### config.mk
export PLATFORM = sky130hd
export DESIGN_NAME = cafim_core
export DESIGN_NICKNAME = d
export VERILOG_FILES = /design/src/logic/cafim_pkg.sv /design/src/logic/cafim_core.sv /design/src/logic/cafim_filter.sv /design/src/logic/cafim_rxmem.sv
export SDC_FILE = /design/constraint.sdc
export NUM_CORES = 1
export LEC_CHECK = 0
export BUFFER_PORTS_ARGS = -buffer_cell sky130_fd_sc_hd__buf_2
export CAP_MARGIN = 20
export CORE_MARGIN = 2
export CORE_UTILIZATION = 58
export CTS_CLUSTER_DIAMETER = 40
export DETAILED_ROUTE_END_ITERATION = 7
export GPL_ROUTABILITY_DRIVEN = 1
export PLACE_DENSITY = 0.79
export SLEW_MARGIN = 20
export SYNTH_ARGS = -nofsm -noshare
export SYNTH_HDL_FRONTEND = slang
export SYNTH_SLANG_ARGS = --single-unit
### constraint.sdc
create_clock -name core_clk -period 2.5 [get_ports core_clk]
set_input_delay 0.25 -clock core_clk [delete_from_list [all_inputs] [get_ports core_clk]]
set_output_delay 0.25 -clock core_clk [all_outputs]
set_load 0.03 [all_outputs]
### src/logic/cafim_pkg.sv
// constants, field positions and mode types for the acceptance filter,
// flag, interrupt and low-power mode block.
// assumes a protocol engine beside it that supplies frame events and error counts.
//
// Summary of operation
// - compare received identifier bits with pattern, skipping bits masked don't care
// - hit sets receive full flag and two-bit hit index; lowest filter wins
// - single mode: one 32-bit filter over whole identifier and control bits
// - dual mode: two independent 16-bit filters over upper identifier bits
// - quad mode: four independent 8-bit filters over first identifier byte
// - closed mode accepts no frame; a message already pending in background still moves to foreground and sets receive full flag
// - eleven maskable sources combine into wake, error, receive, transmit requests
// - transmit request while any enabled transmit buffer empty flag is set
// - receive full and receive request right after end of accepted frame
// - wake request on bus activity in sleep only with ack and enable set
// - warning flags set when receive or transmit error count reaches 96
// - passive flags and passive state when a count exceeds 127
// - bus-off flag and state when transmit count exceeds 255
// - accepted frame with both buffers full is dropped and sets overrun
// - background copied to foreground only while receive full flag is clear
// - each request stays asserted while any enabled flag of it is set
// - host clears a flag by writing one; ignored while its cause persists
// - error counters cannot be written or manipulated by the host
// - configuration and filter registers writable only while soft reset is set
// - transmit output recessive in sleep, soft reset and power-down
// - sleep and soft reset stop core clock; power-down stops all clocks
// - mode chosen from cpu stop, sleep ack and soft reset bits
package cafim_pkg;
    // operating modes of the controller
    typedef enum logic [1:0] {CAFIM_NORMAL, CAFIM_SLEEP, CAFIM_SOFT_RESET, CAFIM_POWER_DOWN}
        cafim_mode_t;
    // fault confinement states
    typedef enum logic [1:0] {CAFIM_ERR_ACTIVE, CAFIM_ERR_PASSIVE, CAFIM_BUS_OFF} cafim_err_t;

    // filter mode encodings held in the filter mode control register
    localparam logic [1:0] FM_SINGLE = 2'h0;
    localparam logic [1:0] FM_DUAL = 2'h1;
    localparam logic [1:0] FM_QUAD = 2'h2;
    localparam logic [1:0] FM_CLOSED = 2'h3;

    // configuration select codes
    localparam logic [3:0] SEL_CTRL1 = 4'h0;
    localparam logic [3:0] SEL_BT0 = 4'h1;
    localparam logic [3:0] SEL_BT1 = 4'h2;
    localparam logic [3:0] SEL_FMODE = 4'h3;
    localparam logic [3:0] SEL_ACC0 = 4'h4;
    localparam logic [3:0] SEL_MSK0 = 4'h8;

    // receive flag register bit positions
    localparam int RF_WAKE = 7;
    localparam int RF_RWRN = 6;
    localparam int RF_TWRN = 5;
    localparam int RF_RPAS = 4;
    localparam int RF_TPAS = 3;
    localparam int RF_BOFF = 2;
    localparam int RF_OVR = 1;
    localparam int RF_RXF = 0;

    // error counter limits
    localparam logic [8:0] WARN_LIMIT = 9'h060;
    localparam logic [8:0] PASSIVE_LIMIT = 9'h07F;
    localparam logic [8:0] BUSOFF_LIMIT = 9'h0FF;

    // buffer geometry and reset values
    localparam logic [3:0] BUF_BYTES = 4'hD;
    localparam logic [3:0] ID_BYTES = 4'h4;
    localparam logic [7:0] CFG_RESET = 8'h00;
    localparam logic [2:0] TXE_RESET = 3'h7;
    localparam logic RECESSIVE = 1'h1;
endpackage

### src/logic/cafim_core.sv
// top of the block: configuration lock, receive buffering, flags,
// interrupt requests and low-power mode selection.
// assumes the protocol engine delivers frame bytes, frame-ok pulses and error counts
// synchronous to core_clk; the host drives flag clears as write-one pulses.
`timescale 1ns/1ps
module cafim_core
    import cafim_pkg::*;
(
    input wire logic core_clk,
    input wire logic arst_n,
    // mode inputs
    input wire logic cpu_stop,
    input wire logic sleep_ack,
    input wire logic soft_reset_lock,
    // configuration writes
    input wire logic cfg_wr_en,
    input wire logic [3:0] cfg_sel,
    input wire logic [7:0] cfg_wdata,
    // interrupt enables
    input wire logic wake_irq_enable,
    input wire logic rx_warn_irq_enable,
    input wire logic tx_warn_irq_enable,
    input wire logic rx_passive_irq_enable,
    input wire logic tx_passive_irq_enable,
    input wire logic bus_off_irq_enable,
    input wire logic overrun_irq_enable,
    input wire logic rx_full_irq_enable,
    input wire logic tx_buf0_empty_irq_enable,
    input wire logic tx_buf1_empty_irq_enable,
    input wire logic tx_buf2_empty_irq_enable,
    // host flag clears, write one to clear
    input wire logic rx_flag_clr_wr,
    input wire logic [7:0] rx_flag_clr_mask,
    input wire logic tx_flag_clr_wr,
    input wire logic [2:0] tx_flag_clr_mask,
    // protocol engine side
    input wire logic rx_byte_valid,
    input wire logic [3:0] rx_byte_idx,
    input wire logic [7:0] rx_byte_data,
    input wire logic rx_frame_ok,
    input wire logic rx_own_frame,
    input wire logic [2:0] tx_done,
    input wire logic [8:0] rx_err_cnt,
    input wire logic [8:0] tx_err_cnt,
    input wire logic bus_activity,
    input wire logic proto_tx_bit,
    // host read of the foreground buffer
    input wire logic [3:0] fg_rd_idx,
    output logic [7:0] fg_rd_data,
    // register views
    output logic [7:0] module_ctrl1_reg,
    output logic [7:0] bit_timing0_reg,
    output logic [7:0] bit_timing1_reg,
    output logic [7:0] filter_mode_ctrl_reg,
    output logic [31:0] id_accept_pattern_regs,
    output logic [31:0] id_dont_care_regs,
    output logic [7:0] rx_flag_reg,
    output logic [2:0] tx_flag_reg,
    output cafim_err_t err_state_r,
    output cafim_mode_t mode_r,
    // requests, clock gates and bus pin
    output logic irq_wake_r,
    output logic irq_err_r,
    output logic irq_rx_r,
    output logic irq_tx_r,
    output logic core_clk_en_r,
    output logic reg_clk_en_r,
    output logic bus_tx_out_r
);
    logic [1:0] fmode_r;
    logic [1:0] hit_idx_r;
    logic [31:0] id_cap_r;
    logic bg_bank_r;
    logic bg_full_r;
    logic [1:0] pend_idx_r;
    logic [7:0] rflag_r;
    logic [7:0] rflag_nxt;
    logic [2:0] txe_r;
    logic [2:0] txe_nxt;
    logic [7:0] rset;
    logic [7:0] rcond;
    logic [7:0] rclr;
    logic filt_hit;
    logic [1:0] filt_idx;
    logic run;
    logic accept_evt;
    logic copy_now;
    logic bg_we;
    logic [2:0] txe_en;
    cafim_mode_t mode_nxt;

    assign run = (mode_r == CAFIM_NORMAL);
    assign filter_mode_ctrl_reg = {2'h0, fmode_r, 2'h0, hit_idx_r};
    assign rx_flag_reg = rflag_r;
    assign tx_flag_reg = txe_r;
    assign txe_en = {tx_buf2_empty_irq_enable, tx_buf1_empty_irq_enable,
                     tx_buf0_empty_irq_enable};

    // mode selection; both bits set falls to soft reset as the safer choice
    always_comb begin
        if (cpu_stop) begin
            mode_nxt = CAFIM_POWER_DOWN;
        end else if (soft_reset_lock) begin
            mode_nxt = CAFIM_SOFT_RESET;
        end else if (sleep_ack) begin
            mode_nxt = CAFIM_SLEEP;
        end else begin
            mode_nxt = CAFIM_NORMAL;
        end
    end

    // mode register and derived clock gates
    always_ff @(posedge core_clk or negedge arst_n) begin
        if (!arst_n) begin
            mode_r <= CAFIM_NORMAL;
            core_clk_en_r <= 1'h0;
            reg_clk_en_r <= 1'h0;
        end else begin
            mode_r <= mode_nxt;
            // protocol clock only in normal, register clock off in power-down
            core_clk_en_r <= (mode_nxt == CAFIM_NORMAL);
            reg_clk_en_r <= (mode_nxt != CAFIM_POWER_DOWN);
        end
    end

    // bus pin held recessive in every low-power mode
    always_ff @(posedge core_clk or negedge arst_n) begin
        if (!arst_n) begin
            bus_tx_out_r <= RECESSIVE;
        end else begin
            bus_tx_out_r <= (mode_nxt == CAFIM_NORMAL) ? proto_tx_bit : RECESSIVE;
        end
    end

    // configuration accepted only while soft reset is set
    always_ff @(posedge core_clk or negedge arst_n) begin
        if (!arst_n) begin
            module_ctrl1_reg <= CFG_RESET;
            bit_timing0_reg <= CFG_RESET;
            bit_timing1_reg <= CFG_RESET;
            fmode_r <= FM_SINGLE;
            id_accept_pattern_regs <= 32'h0000_0000;
            id_dont_care_regs <= 32'h0000_0000;
        end else if (cfg_wr_en && soft_reset_lock) begin
            case (cfg_sel)
                SEL_CTRL1: module_ctrl1_reg <= cfg_wdata;
                SEL_BT0: bit_timing0_reg <= cfg_wdata;
                SEL_BT1: bit_timing1_reg <= cfg_wdata;
                SEL_FMODE: fmode_r <= cfg_wdata[5:4];
                SEL_ACC0: id_accept_pattern_regs[31:24] <= cfg_wdata;
                SEL_ACC0 + 4'h1: id_accept_pattern_regs[23:16] <= cfg_wdata;
                SEL_ACC0 + 4'h2: id_accept_pattern_regs[15:8] <= cfg_wdata;
                SEL_ACC0 + 4'h3: id_accept_pattern_regs[7:0] <= cfg_wdata;
                SEL_MSK0: id_dont_care_regs[31:24] <= cfg_wdata;
                SEL_MSK0 + 4'h1: id_dont_care_regs[23:16] <= cfg_wdata;
                SEL_MSK0 + 4'h2: id_dont_care_regs[15:8] <= cfg_wdata;
                SEL_MSK0 + 4'h3: id_dont_care_regs[7:0] <= cfg_wdata;
                default: fmode_r <= fmode_r; // unused selects are ignored
            endcase
        end
    end

    // background writes are held off while it keeps a pending message,
    // so the pending one survives and the newcomer is the one lost
    assign bg_we = run && rx_byte_valid && !bg_full_r && (rx_byte_idx < BUF_BYTES);

    // identifier bytes captured even while the background bank is held, so a
    // frame landing on top of a pending one is filtered on its own identifier
    always_ff @(posedge core_clk or negedge arst_n) begin
        if (!arst_n) begin
            id_cap_r <= 32'h0000_0000;
        end else if (run && rx_byte_valid && (rx_byte_idx < ID_BYTES)) begin
            id_cap_r[(5'h18 - {rx_byte_idx[1:0], 3'h0}) +: 8] <= rx_byte_data;
        end
    end

    cafim_filter u_filter (
        .mode(fmode_r),
        .id_bits(id_cap_r),
        .pattern(id_accept_pattern_regs),
        .dont_care(id_dont_care_regs),
        .hit(filt_hit),
        .hit_idx(filt_idx)
    );

    cafim_rxmem u_rxmem (
        .core_clk(core_clk),
        .we(bg_we),
        .waddr({bg_bank_r, rx_byte_idx}),
        .wdata(rx_byte_data),
        .raddr({~bg_bank_r, fg_rd_idx}),
        .rdata_r(fg_rd_data)
    );

    // own frames are not accepted; loopback is the engine's business
    assign accept_evt = run && rx_frame_ok && !rx_own_frame && filt_hit;
    // hand-over only while the foreground is free and the core runs
    assign copy_now = run && !rflag_r[RF_RXF] && (bg_full_r || (accept_evt && !bg_full_r));

    // ping-pong swap stands in for the byte copy
    always_ff @(posedge core_clk or negedge arst_n) begin
        if (!arst_n) begin
            bg_bank_r <= 1'h0;
            bg_full_r <= 1'h0;
            pend_idx_r <= 2'h0;
            hit_idx_r <= 2'h0;
        end else if (copy_now) begin
            bg_bank_r <= ~bg_bank_r;
            bg_full_r <= 1'h0;
            // hit index follows the message into the foreground
            hit_idx_r <= bg_full_r ? pend_idx_r : filt_idx;
        end else if (accept_evt && !bg_full_r) begin
            bg_full_r <= 1'h1;
            pend_idx_r <= filt_idx;
        end
    end

    // persisting conditions from the read-only error counters
    always_comb begin
        rcond = 8'h00;
        rcond[RF_RWRN] = (rx_err_cnt >= WARN_LIMIT);
        rcond[RF_TWRN] = (tx_err_cnt >= WARN_LIMIT);
        rcond[RF_RPAS] = (rx_err_cnt > PASSIVE_LIMIT);
        rcond[RF_TPAS] = (tx_err_cnt > PASSIVE_LIMIT);
        rcond[RF_BOFF] = (tx_err_cnt > BUSOFF_LIMIT);
    end

    // event sources of the receive flag register
    always_comb begin
        rset = rcond;
        // wake only with sleep ack and enable both set
        rset[RF_WAKE] = bus_activity && sleep_ack && wake_irq_enable
                        && (mode_r == CAFIM_SLEEP || mode_r == CAFIM_POWER_DOWN);
        // accepted frame with both buffers occupied is dropped
        rset[RF_OVR] = accept_evt && bg_full_r && rflag_r[RF_RXF];
        // full flag right after the accepted frame ends
        rset[RF_RXF] = copy_now;
    end

    // write-one clear, refused while the cause persists; set beats clear
    assign rclr = (rx_flag_clr_wr ? rx_flag_clr_mask : 8'h00) & ~rcond;
    assign rflag_nxt = rset | (rflag_r & ~rclr);
    assign txe_nxt = tx_done | (txe_r & ~(tx_flag_clr_wr ? tx_flag_clr_mask : 3'h0));

    // error flags derive from the counters; no path writes the counters
    always_ff @(posedge core_clk or negedge arst_n) begin
        if (!arst_n) begin
            rflag_r <= 8'h00;
            txe_r <= TXE_RESET;
        end else begin
            rflag_r <= rflag_nxt;
            txe_r <= txe_nxt;
        end
    end

    // fault confinement state follows the counters
    always_ff @(posedge core_clk or negedge arst_n) begin
        if (!arst_n) begin
            err_state_r <= CAFIM_ERR_ACTIVE;
        end else if (rcond[RF_BOFF]) begin
            err_state_r <= CAFIM_BUS_OFF;
        end else if (rcond[RF_RPAS] || rcond[RF_TPAS]) begin
            err_state_r <= CAFIM_ERR_PASSIVE;
        end else begin
            err_state_r <= CAFIM_ERR_ACTIVE;
        end
    end

    // eleven sources onto four requests, held while any enabled flag stands
    always_ff @(posedge core_clk or negedge arst_n) begin
        if (!arst_n) begin
            irq_wake_r <= 1'h0;
            irq_err_r <= 1'h0;
            irq_rx_r <= 1'h0;
            irq_tx_r <= 1'h0;
        end else begin
            irq_wake_r <= rflag_nxt[RF_WAKE] && wake_irq_enable;
            irq_err_r <= (rflag_nxt[RF_RWRN] && rx_warn_irq_enable)
                      || (rflag_nxt[RF_TWRN] && tx_warn_irq_enable)
                      || (rflag_nxt[RF_RPAS] && rx_passive_irq_enable)
                      || (rflag_nxt[RF_TPAS] && tx_passive_irq_enable)
                      || (rflag_nxt[RF_BOFF] && bus_off_irq_enable)
                      || (rflag_nxt[RF_OVR] && overrun_irq_enable);
            irq_rx_r <= rflag_nxt[RF_RXF] && rx_full_irq_enable;
            irq_tx_r <= |(txe_nxt & txe_en);
        end
    end

    chk_pin_recessive: assert property (
        @(posedge core_clk) disable iff (!arst_n)
        (mode_r != CAFIM_NORMAL) |-> (bus_tx_out_r == RECESSIVE))
        else $error("bus pin not recessive in low-power mode");

    chk_cfg_lock: assert property (
        @(posedge core_clk) disable iff (!arst_n)
        (cfg_wr_en && !soft_reset_lock) |=> ($stable(id_accept_pattern_regs)
            && $stable(id_dont_care_regs) && $stable(fmode_r)))
        else $error("configuration changed while unlocked");

    // closed filter never raises the full flag while no message is pending in background
    chk_closed_mode: assert property (
        @(posedge core_clk) disable iff (!arst_n)
        (fmode_r == FM_CLOSED && !bg_full_r && !rflag_r[RF_RXF]) |=> !rflag_r[RF_RXF])
        else $error("full flag set in closed filter mode");

    // warning flag held while counter at limit
    chk_warn_hold: assert property (
        @(posedge core_clk) disable iff (!arst_n)
        (rx_err_cnt >= WARN_LIMIT) [*2] |-> rflag_r[RF_RWRN])
        else $error("receive warning flag missing");

    chk_bus_off: assert property (
        @(posedge core_clk) disable iff (!arst_n)
        (tx_err_cnt > BUSOFF_LIMIT) |=> (rflag_r[RF_BOFF] && err_state_r == CAFIM_BUS_OFF))
        else $error("bus-off not entered");

    // overrun when both buffers already hold messages
    chk_overrun: assert property (
        @(posedge core_clk) disable iff (!arst_n)
        (accept_evt && bg_full_r && rflag_r[RF_RXF]) |=> (rflag_r[RF_OVR] && $stable(bg_bank_r)))
        else $error("overrun not flagged or buffer moved");

    // wake flag rises only under ack and enable
    chk_wake_gate: assert property (
        @(posedge core_clk) disable iff (!arst_n)
        $rose(rflag_r[RF_WAKE]) |-> ($past(sleep_ack) && $past(wake_irq_enable)))
        else $error("wake flag without ack and enable");

    // no swap while the foreground is full
    chk_copy_gate: assert property (
        @(posedge core_clk) disable iff (!arst_n)
        (rflag_r[RF_RXF] && !(rx_flag_clr_wr && rx_flag_clr_mask[RF_RXF])) |=> $stable(bg_bank_r))
        else $error("foreground overwritten while full");

    // receive request follows its flag and enable
    chk_rx_request: assert property (
        @(posedge core_clk) disable iff (!arst_n)
        (rflag_r[RF_RXF] && $past(rx_full_irq_enable)) |-> irq_rx_r)
        else $error("receive request dropped while flag set");
endmodule // cafim_core

### src/logic/cafim_filter.sv
// maskable identifier compare in four layouts; purely combinational.
// assumes identifier bytes in the same order as the pattern bytes.
`timescale 1ns/1ps
module cafim_filter
    import cafim_pkg::*;
(
    input wire logic [1:0] mode,
    input wire logic [31:0] id_bits,
    input wire logic [31:0] pattern,
    input wire logic [31:0] dont_care,
    output logic hit,
    output logic [1:0] hit_idx
);
    function automatic logic match8(input logic [7:0] id, input logic [7:0] pat,
                                    input logic [7:0] dc);
        match8 = &(~(id ^ pat) | dc);
    endfunction

    logic [3:0] hits;

    always_comb begin
        hits = 4'h0;
        case (mode)
            FM_SINGLE: hits[0] = match8(id_bits[31:24], pattern[31:24], dont_care[31:24])
                               & match8(id_bits[23:16], pattern[23:16], dont_care[23:16])
                               & match8(id_bits[15:8], pattern[15:8], dont_care[15:8])
                               & match8(id_bits[7:0], pattern[7:0], dont_care[7:0]);
            // two half-width filters on the upper identifier bytes
            FM_DUAL: begin
                hits[0] = match8(id_bits[31:24], pattern[31:24], dont_care[31:24])
                        & match8(id_bits[23:16], pattern[23:16], dont_care[23:16]);
                hits[1] = match8(id_bits[31:24], pattern[15:8], dont_care[15:8])
                        & match8(id_bits[23:16], pattern[7:0], dont_care[7:0]);
            end
            // four byte filters on the first identifier byte
            FM_QUAD: begin
                hits[0] = match8(id_bits[31:24], pattern[31:24], dont_care[31:24]);
                hits[1] = match8(id_bits[31:24], pattern[23:16], dont_care[23:16]);
                hits[2] = match8(id_bits[31:24], pattern[15:8], dont_care[15:8]);
                hits[3] = match8(id_bits[31:24], pattern[7:0], dont_care[7:0]);
            end
            default: hits = 4'h0;
        endcase
    end

    always_comb begin
        hit = |hits;
        if (hits[0]) begin
            hit_idx = 2'h0;
        end else if (hits[1]) begin
            hit_idx = 2'h1;
        end else if (hits[2]) begin
            hit_idx = 2'h2;
        end else begin
            hit_idx = 2'h3;
        end
    end
endmodule // cafim_filter

### src/logic/cafim_rxmem.sv
// ping-pong receive storage: two banks of sixteen bytes, of which the core writes thirteen.
// assumes one writer (background bank) and one reader (foreground bank).
`timescale 1ns/1ps
module cafim_rxmem
    import cafim_pkg::*;
(
    input wire logic core_clk,
    input wire logic we,
    input wire logic [4:0] waddr,
    input wire logic [7:0] wdata,
    input wire logic [4:0] raddr,
    output logic [7:0] rdata_r
);
    logic [7:0] mem [0:31];

    // write port, no reset so it maps onto plain storage
    always_ff @(posedge core_clk) begin
        if (we) begin
            mem[waddr] <= wdata;
        end
    end

    // registered read port
    always_ff @(posedge core_clk) begin
        rdata_r <= mem[raddr];
    end
endmodule // cafim_rxmem

==> out/qor.txt <==
Core ar. -> 28900 µm²
P per Cell Area -> 880 nW/µm²
Rel. slew slack -> 0.430
Final nets -> 1404
CTS clk-pin slew, worst paths -> 0.06 ns
Pwr Total -> 18.3 mW
# DRC -> 0
Largest net degree at the start of global routing -> 74
Non-filler cells in the finished layout -> 1734
Crit path max fanout -> 5
CTS buffer count -> 48
Hold Path End -> tx_flag_reg[2]
Fraction of layout cells with a size suffix above 1 -> 0.381
Final Util -> 0.720
Ys flop type -> edfxtp_1
Setup Skew -> 0.0301 ns
Net Sw Power -> 4.96 mW
R2r endpoint -> pend_idx_r[0]
DRT iter0 DRCs -> 950
Yosys reg bits -> 414
Kind of critical path -> flop to flop
Die Wd -> 176 µm
DR vias -> 10500
Later-pin clock latency in the skew report -> 0.56 ns
Critical Path RT -> 2.93 ns
Internal cell power -> 13.3 mW
Mapped Avg Cell Area -> 16.6 µm²
Final Hold Viols -> 0
Reg2Reg Depth -> 7
Post-CTS setup buffers -> 0
Yosys cell types -> 59
DRT Wirelength -> 42400 µm
Final antenna-violating net count -> 0
Mapped Area -> 17100 µm²
Initial Util -> 0.591
Combinational share of power -> 0.149
IO Pins -> 210
Synth Instances -> 1030
Vias in the first global route -> 10900
First-pass GRT wire length -> 65100 µm
Crit path arrival time -> 2.83 ns
Worst Tran Pin Value -> 0.855 ns
Clock power frac -> 0.406
Peak Freq -> 416 MHz
Root Driver -> clkbuf_16
Fillcell total -> 1722
Clk sink count -> 414
CTS tree -> done
Sw Share -> 0.272
Post-Place Cells -> 1617
Outcome -> complete, no violations
Die Y -> 176 µm
Reported max-cap violation count -> 0
Hold Path Class -> primary input to flop
Number of flip-flops in the largest register -> 256
Yosys warns -> 0
Vias per cell -> 6.03
CP Launch Type -> flop
Most flops, register -> u_rxmem.mem
Initial antenna violation count -> 2
Fin crit share -> 0.962
Final setup TNS -> 0 ns
Leakage -> 8.03 nW
Critical R2R Launch -> id_cap_r[28]
Overflow after GRT -> 0
Clock Path Buffers -> 3
Synth top area share -> 0.451
Flop pwr share -> 0.445
Largest cells by area after synthesis -> edfxtp_1 (45%), dfrtp_1 (21%), mux4_2 (11%)
Row count -> 62
Synth-to-Final Area Change -> 21.8%
Register-to-register setup slack -> 0.09 ns
Unrepaired setup endpoints after global routing -> no
CTS H-Tree Depth -> 2
Max IR drop VDD -> 0.706 mV
Setup Viol. Count Final -> 0
CP endpoint kind -> flop
Placed wire-length estimate -> 26500 µm
WL/cell -> 24.5 µm
Final min period -> 2.41 ns
Port Buffers -> 195
GRT Overall Usage -> 0.281
Die ar. -> 30800 µm²
Hold path start -> tx_flag_clr_mask[2]
Fin. max-slew vios -> 0
Placer Congestion -> 0.944
Sequential share of the synthesized area -> 0.680
Biggest area consumer among synthesized cells -> edfxtp_1
Post-synth EDFFs -> 256
Post-synth ARST share -> 0.362
Hold path depth -> 3
Drt first pass iters -> 5
metal layers:
layer	vias up	track usage	part of all wire
li1	4493	-	-
met1	5329	0.368	0.39
met2	536	0.481	0.51
met3	101	0.0571	0.076
met4	2	0.0861	0.028
met5	-	0	0.00024
cells in the final DEF (no fill, tap or decap), types with 8 or more instances in the layout:
cell type      count
o21ai_0           28
buf_4             53
mux2_2            84
nor4_1             9
nand2_1          104
bufinv_16          8
clkbuf_16         50
dfxtp_1            8
nor2_1            53
nor3_1             9
dlygate4sd3_1     26
o22ai_1           26
o21ai_1           10
ha_1              11
xnor2_1           64
dfrtp_1          146
buf_2            193
inv_1             12
edfxtp_1         256
mux4_2            80
mux2_1            12
how the worst max path moves through the flow:
stage                       from       endpoint  cells after the start
global placement    id_cap_r[28]  pend_idx_r[0]                      7
global route          fmode_r[0]   hit_idx_r[1]                      8
finish              id_cap_r[28]  pend_idx_r[0]                      7
detailed placement  id_cap_r[28]  pend_idx_r[0]                      7
CTS                 id_cap_r[16]      irq_err_r                      9
floorplan             fmode_r[0]  pend_idx_r[0]                      8
cell usage after synthesis, types with 3 or more instances:
cell	number
nor2_1	53
a21o_1	5
ha_1	11
nand2b_1	3
mux2_2	84
o21ai_0	28
o21ai_1	10
mux2_1	12
dfxtp_1	8
buf_1	7
edfxtp_1	256
dfrtp_1	146
buf_4	4
nor3_1	9
xnor2_1	64
a211o_1	3
clkbuf_1	25
mux4_2	80
o22ai_1	26
buf_2	14
or3_1	7
o2111a_1	3
dfstp_2	4
inv_1	12
nor4_1	9
nand2_1	104
logic make-up (layout without fill, tap and decap cells):
family	after synthesis	in the layout	synth area share
fa+ha+maj	11	11	0.00807
flops	414	414	0.680
compound gates	95	95	0.0377
simple gates	202	202	0.0525
mux	178	178	0.170
xor+xnor	65	65	0.0338
other cells	1	5	0.000220
buf+inv	64	380	0.0169
final cells by class:
class	instances	area, µm²	share of cell area
Multi-Input combinational cell	555	5180	0.250
Tap cell	384	480	0.0231
Clock buffer	57	1300	0.0625
Sequential cell	414	11600	0.559
Timing Repair Buffer	278	1740	0.0836
Clock inverter	33	419	0.0202
Inverter	12	45.0	0.00217
Antenna cell	1	2.50	0.000120
per-stage QoR:
stage | cell area (µm²) | hold WS, ns | setup slack (ns)
floorplan | 17100 | -0.0456 | 0.200
global placement | 18800 | 0.305 | 0.197
detailed placement | 18800 | 0.321 | 0.171
CTS | 20800 | 0.00670 | 0.143
global route | 20800 | 0.0150 | 0.00667
finish | 20800 | 0.0214 | 0.0940
power groups by stage:
stage / clock (mW) / combinational, mW / sequential, mW
after floorplan: 0 / 1.08 / 8.80
after global placement: 0 / 2.61 / 8.23
after detailed placement: 0 / 2.65 / 8.25
after CTS: 7.48 / 2.71 / 8.12
after global routing: 7.72 / 2.88 / 8.17
final: 7.42 / 2.72 / 8.13
timing repair:
action	4_1_cts	5_1_grt
hold endpoints to repair	88	0
gates resized for setup	0	1
endpoints found under the setup margin	0	1
hold buffers	26	0
critical path, cell delays in order (launching register included):
cell	delay, ns
dfrtp_1	0.50
xnor2_1	0.22
o22ai_1	0.11
or4_4	0.55
o32ai_2	0.20
a211o_2	0.20
o2111ai_2	0.16
mux2_4	0.34
Power figures use the tool's default switching activity.
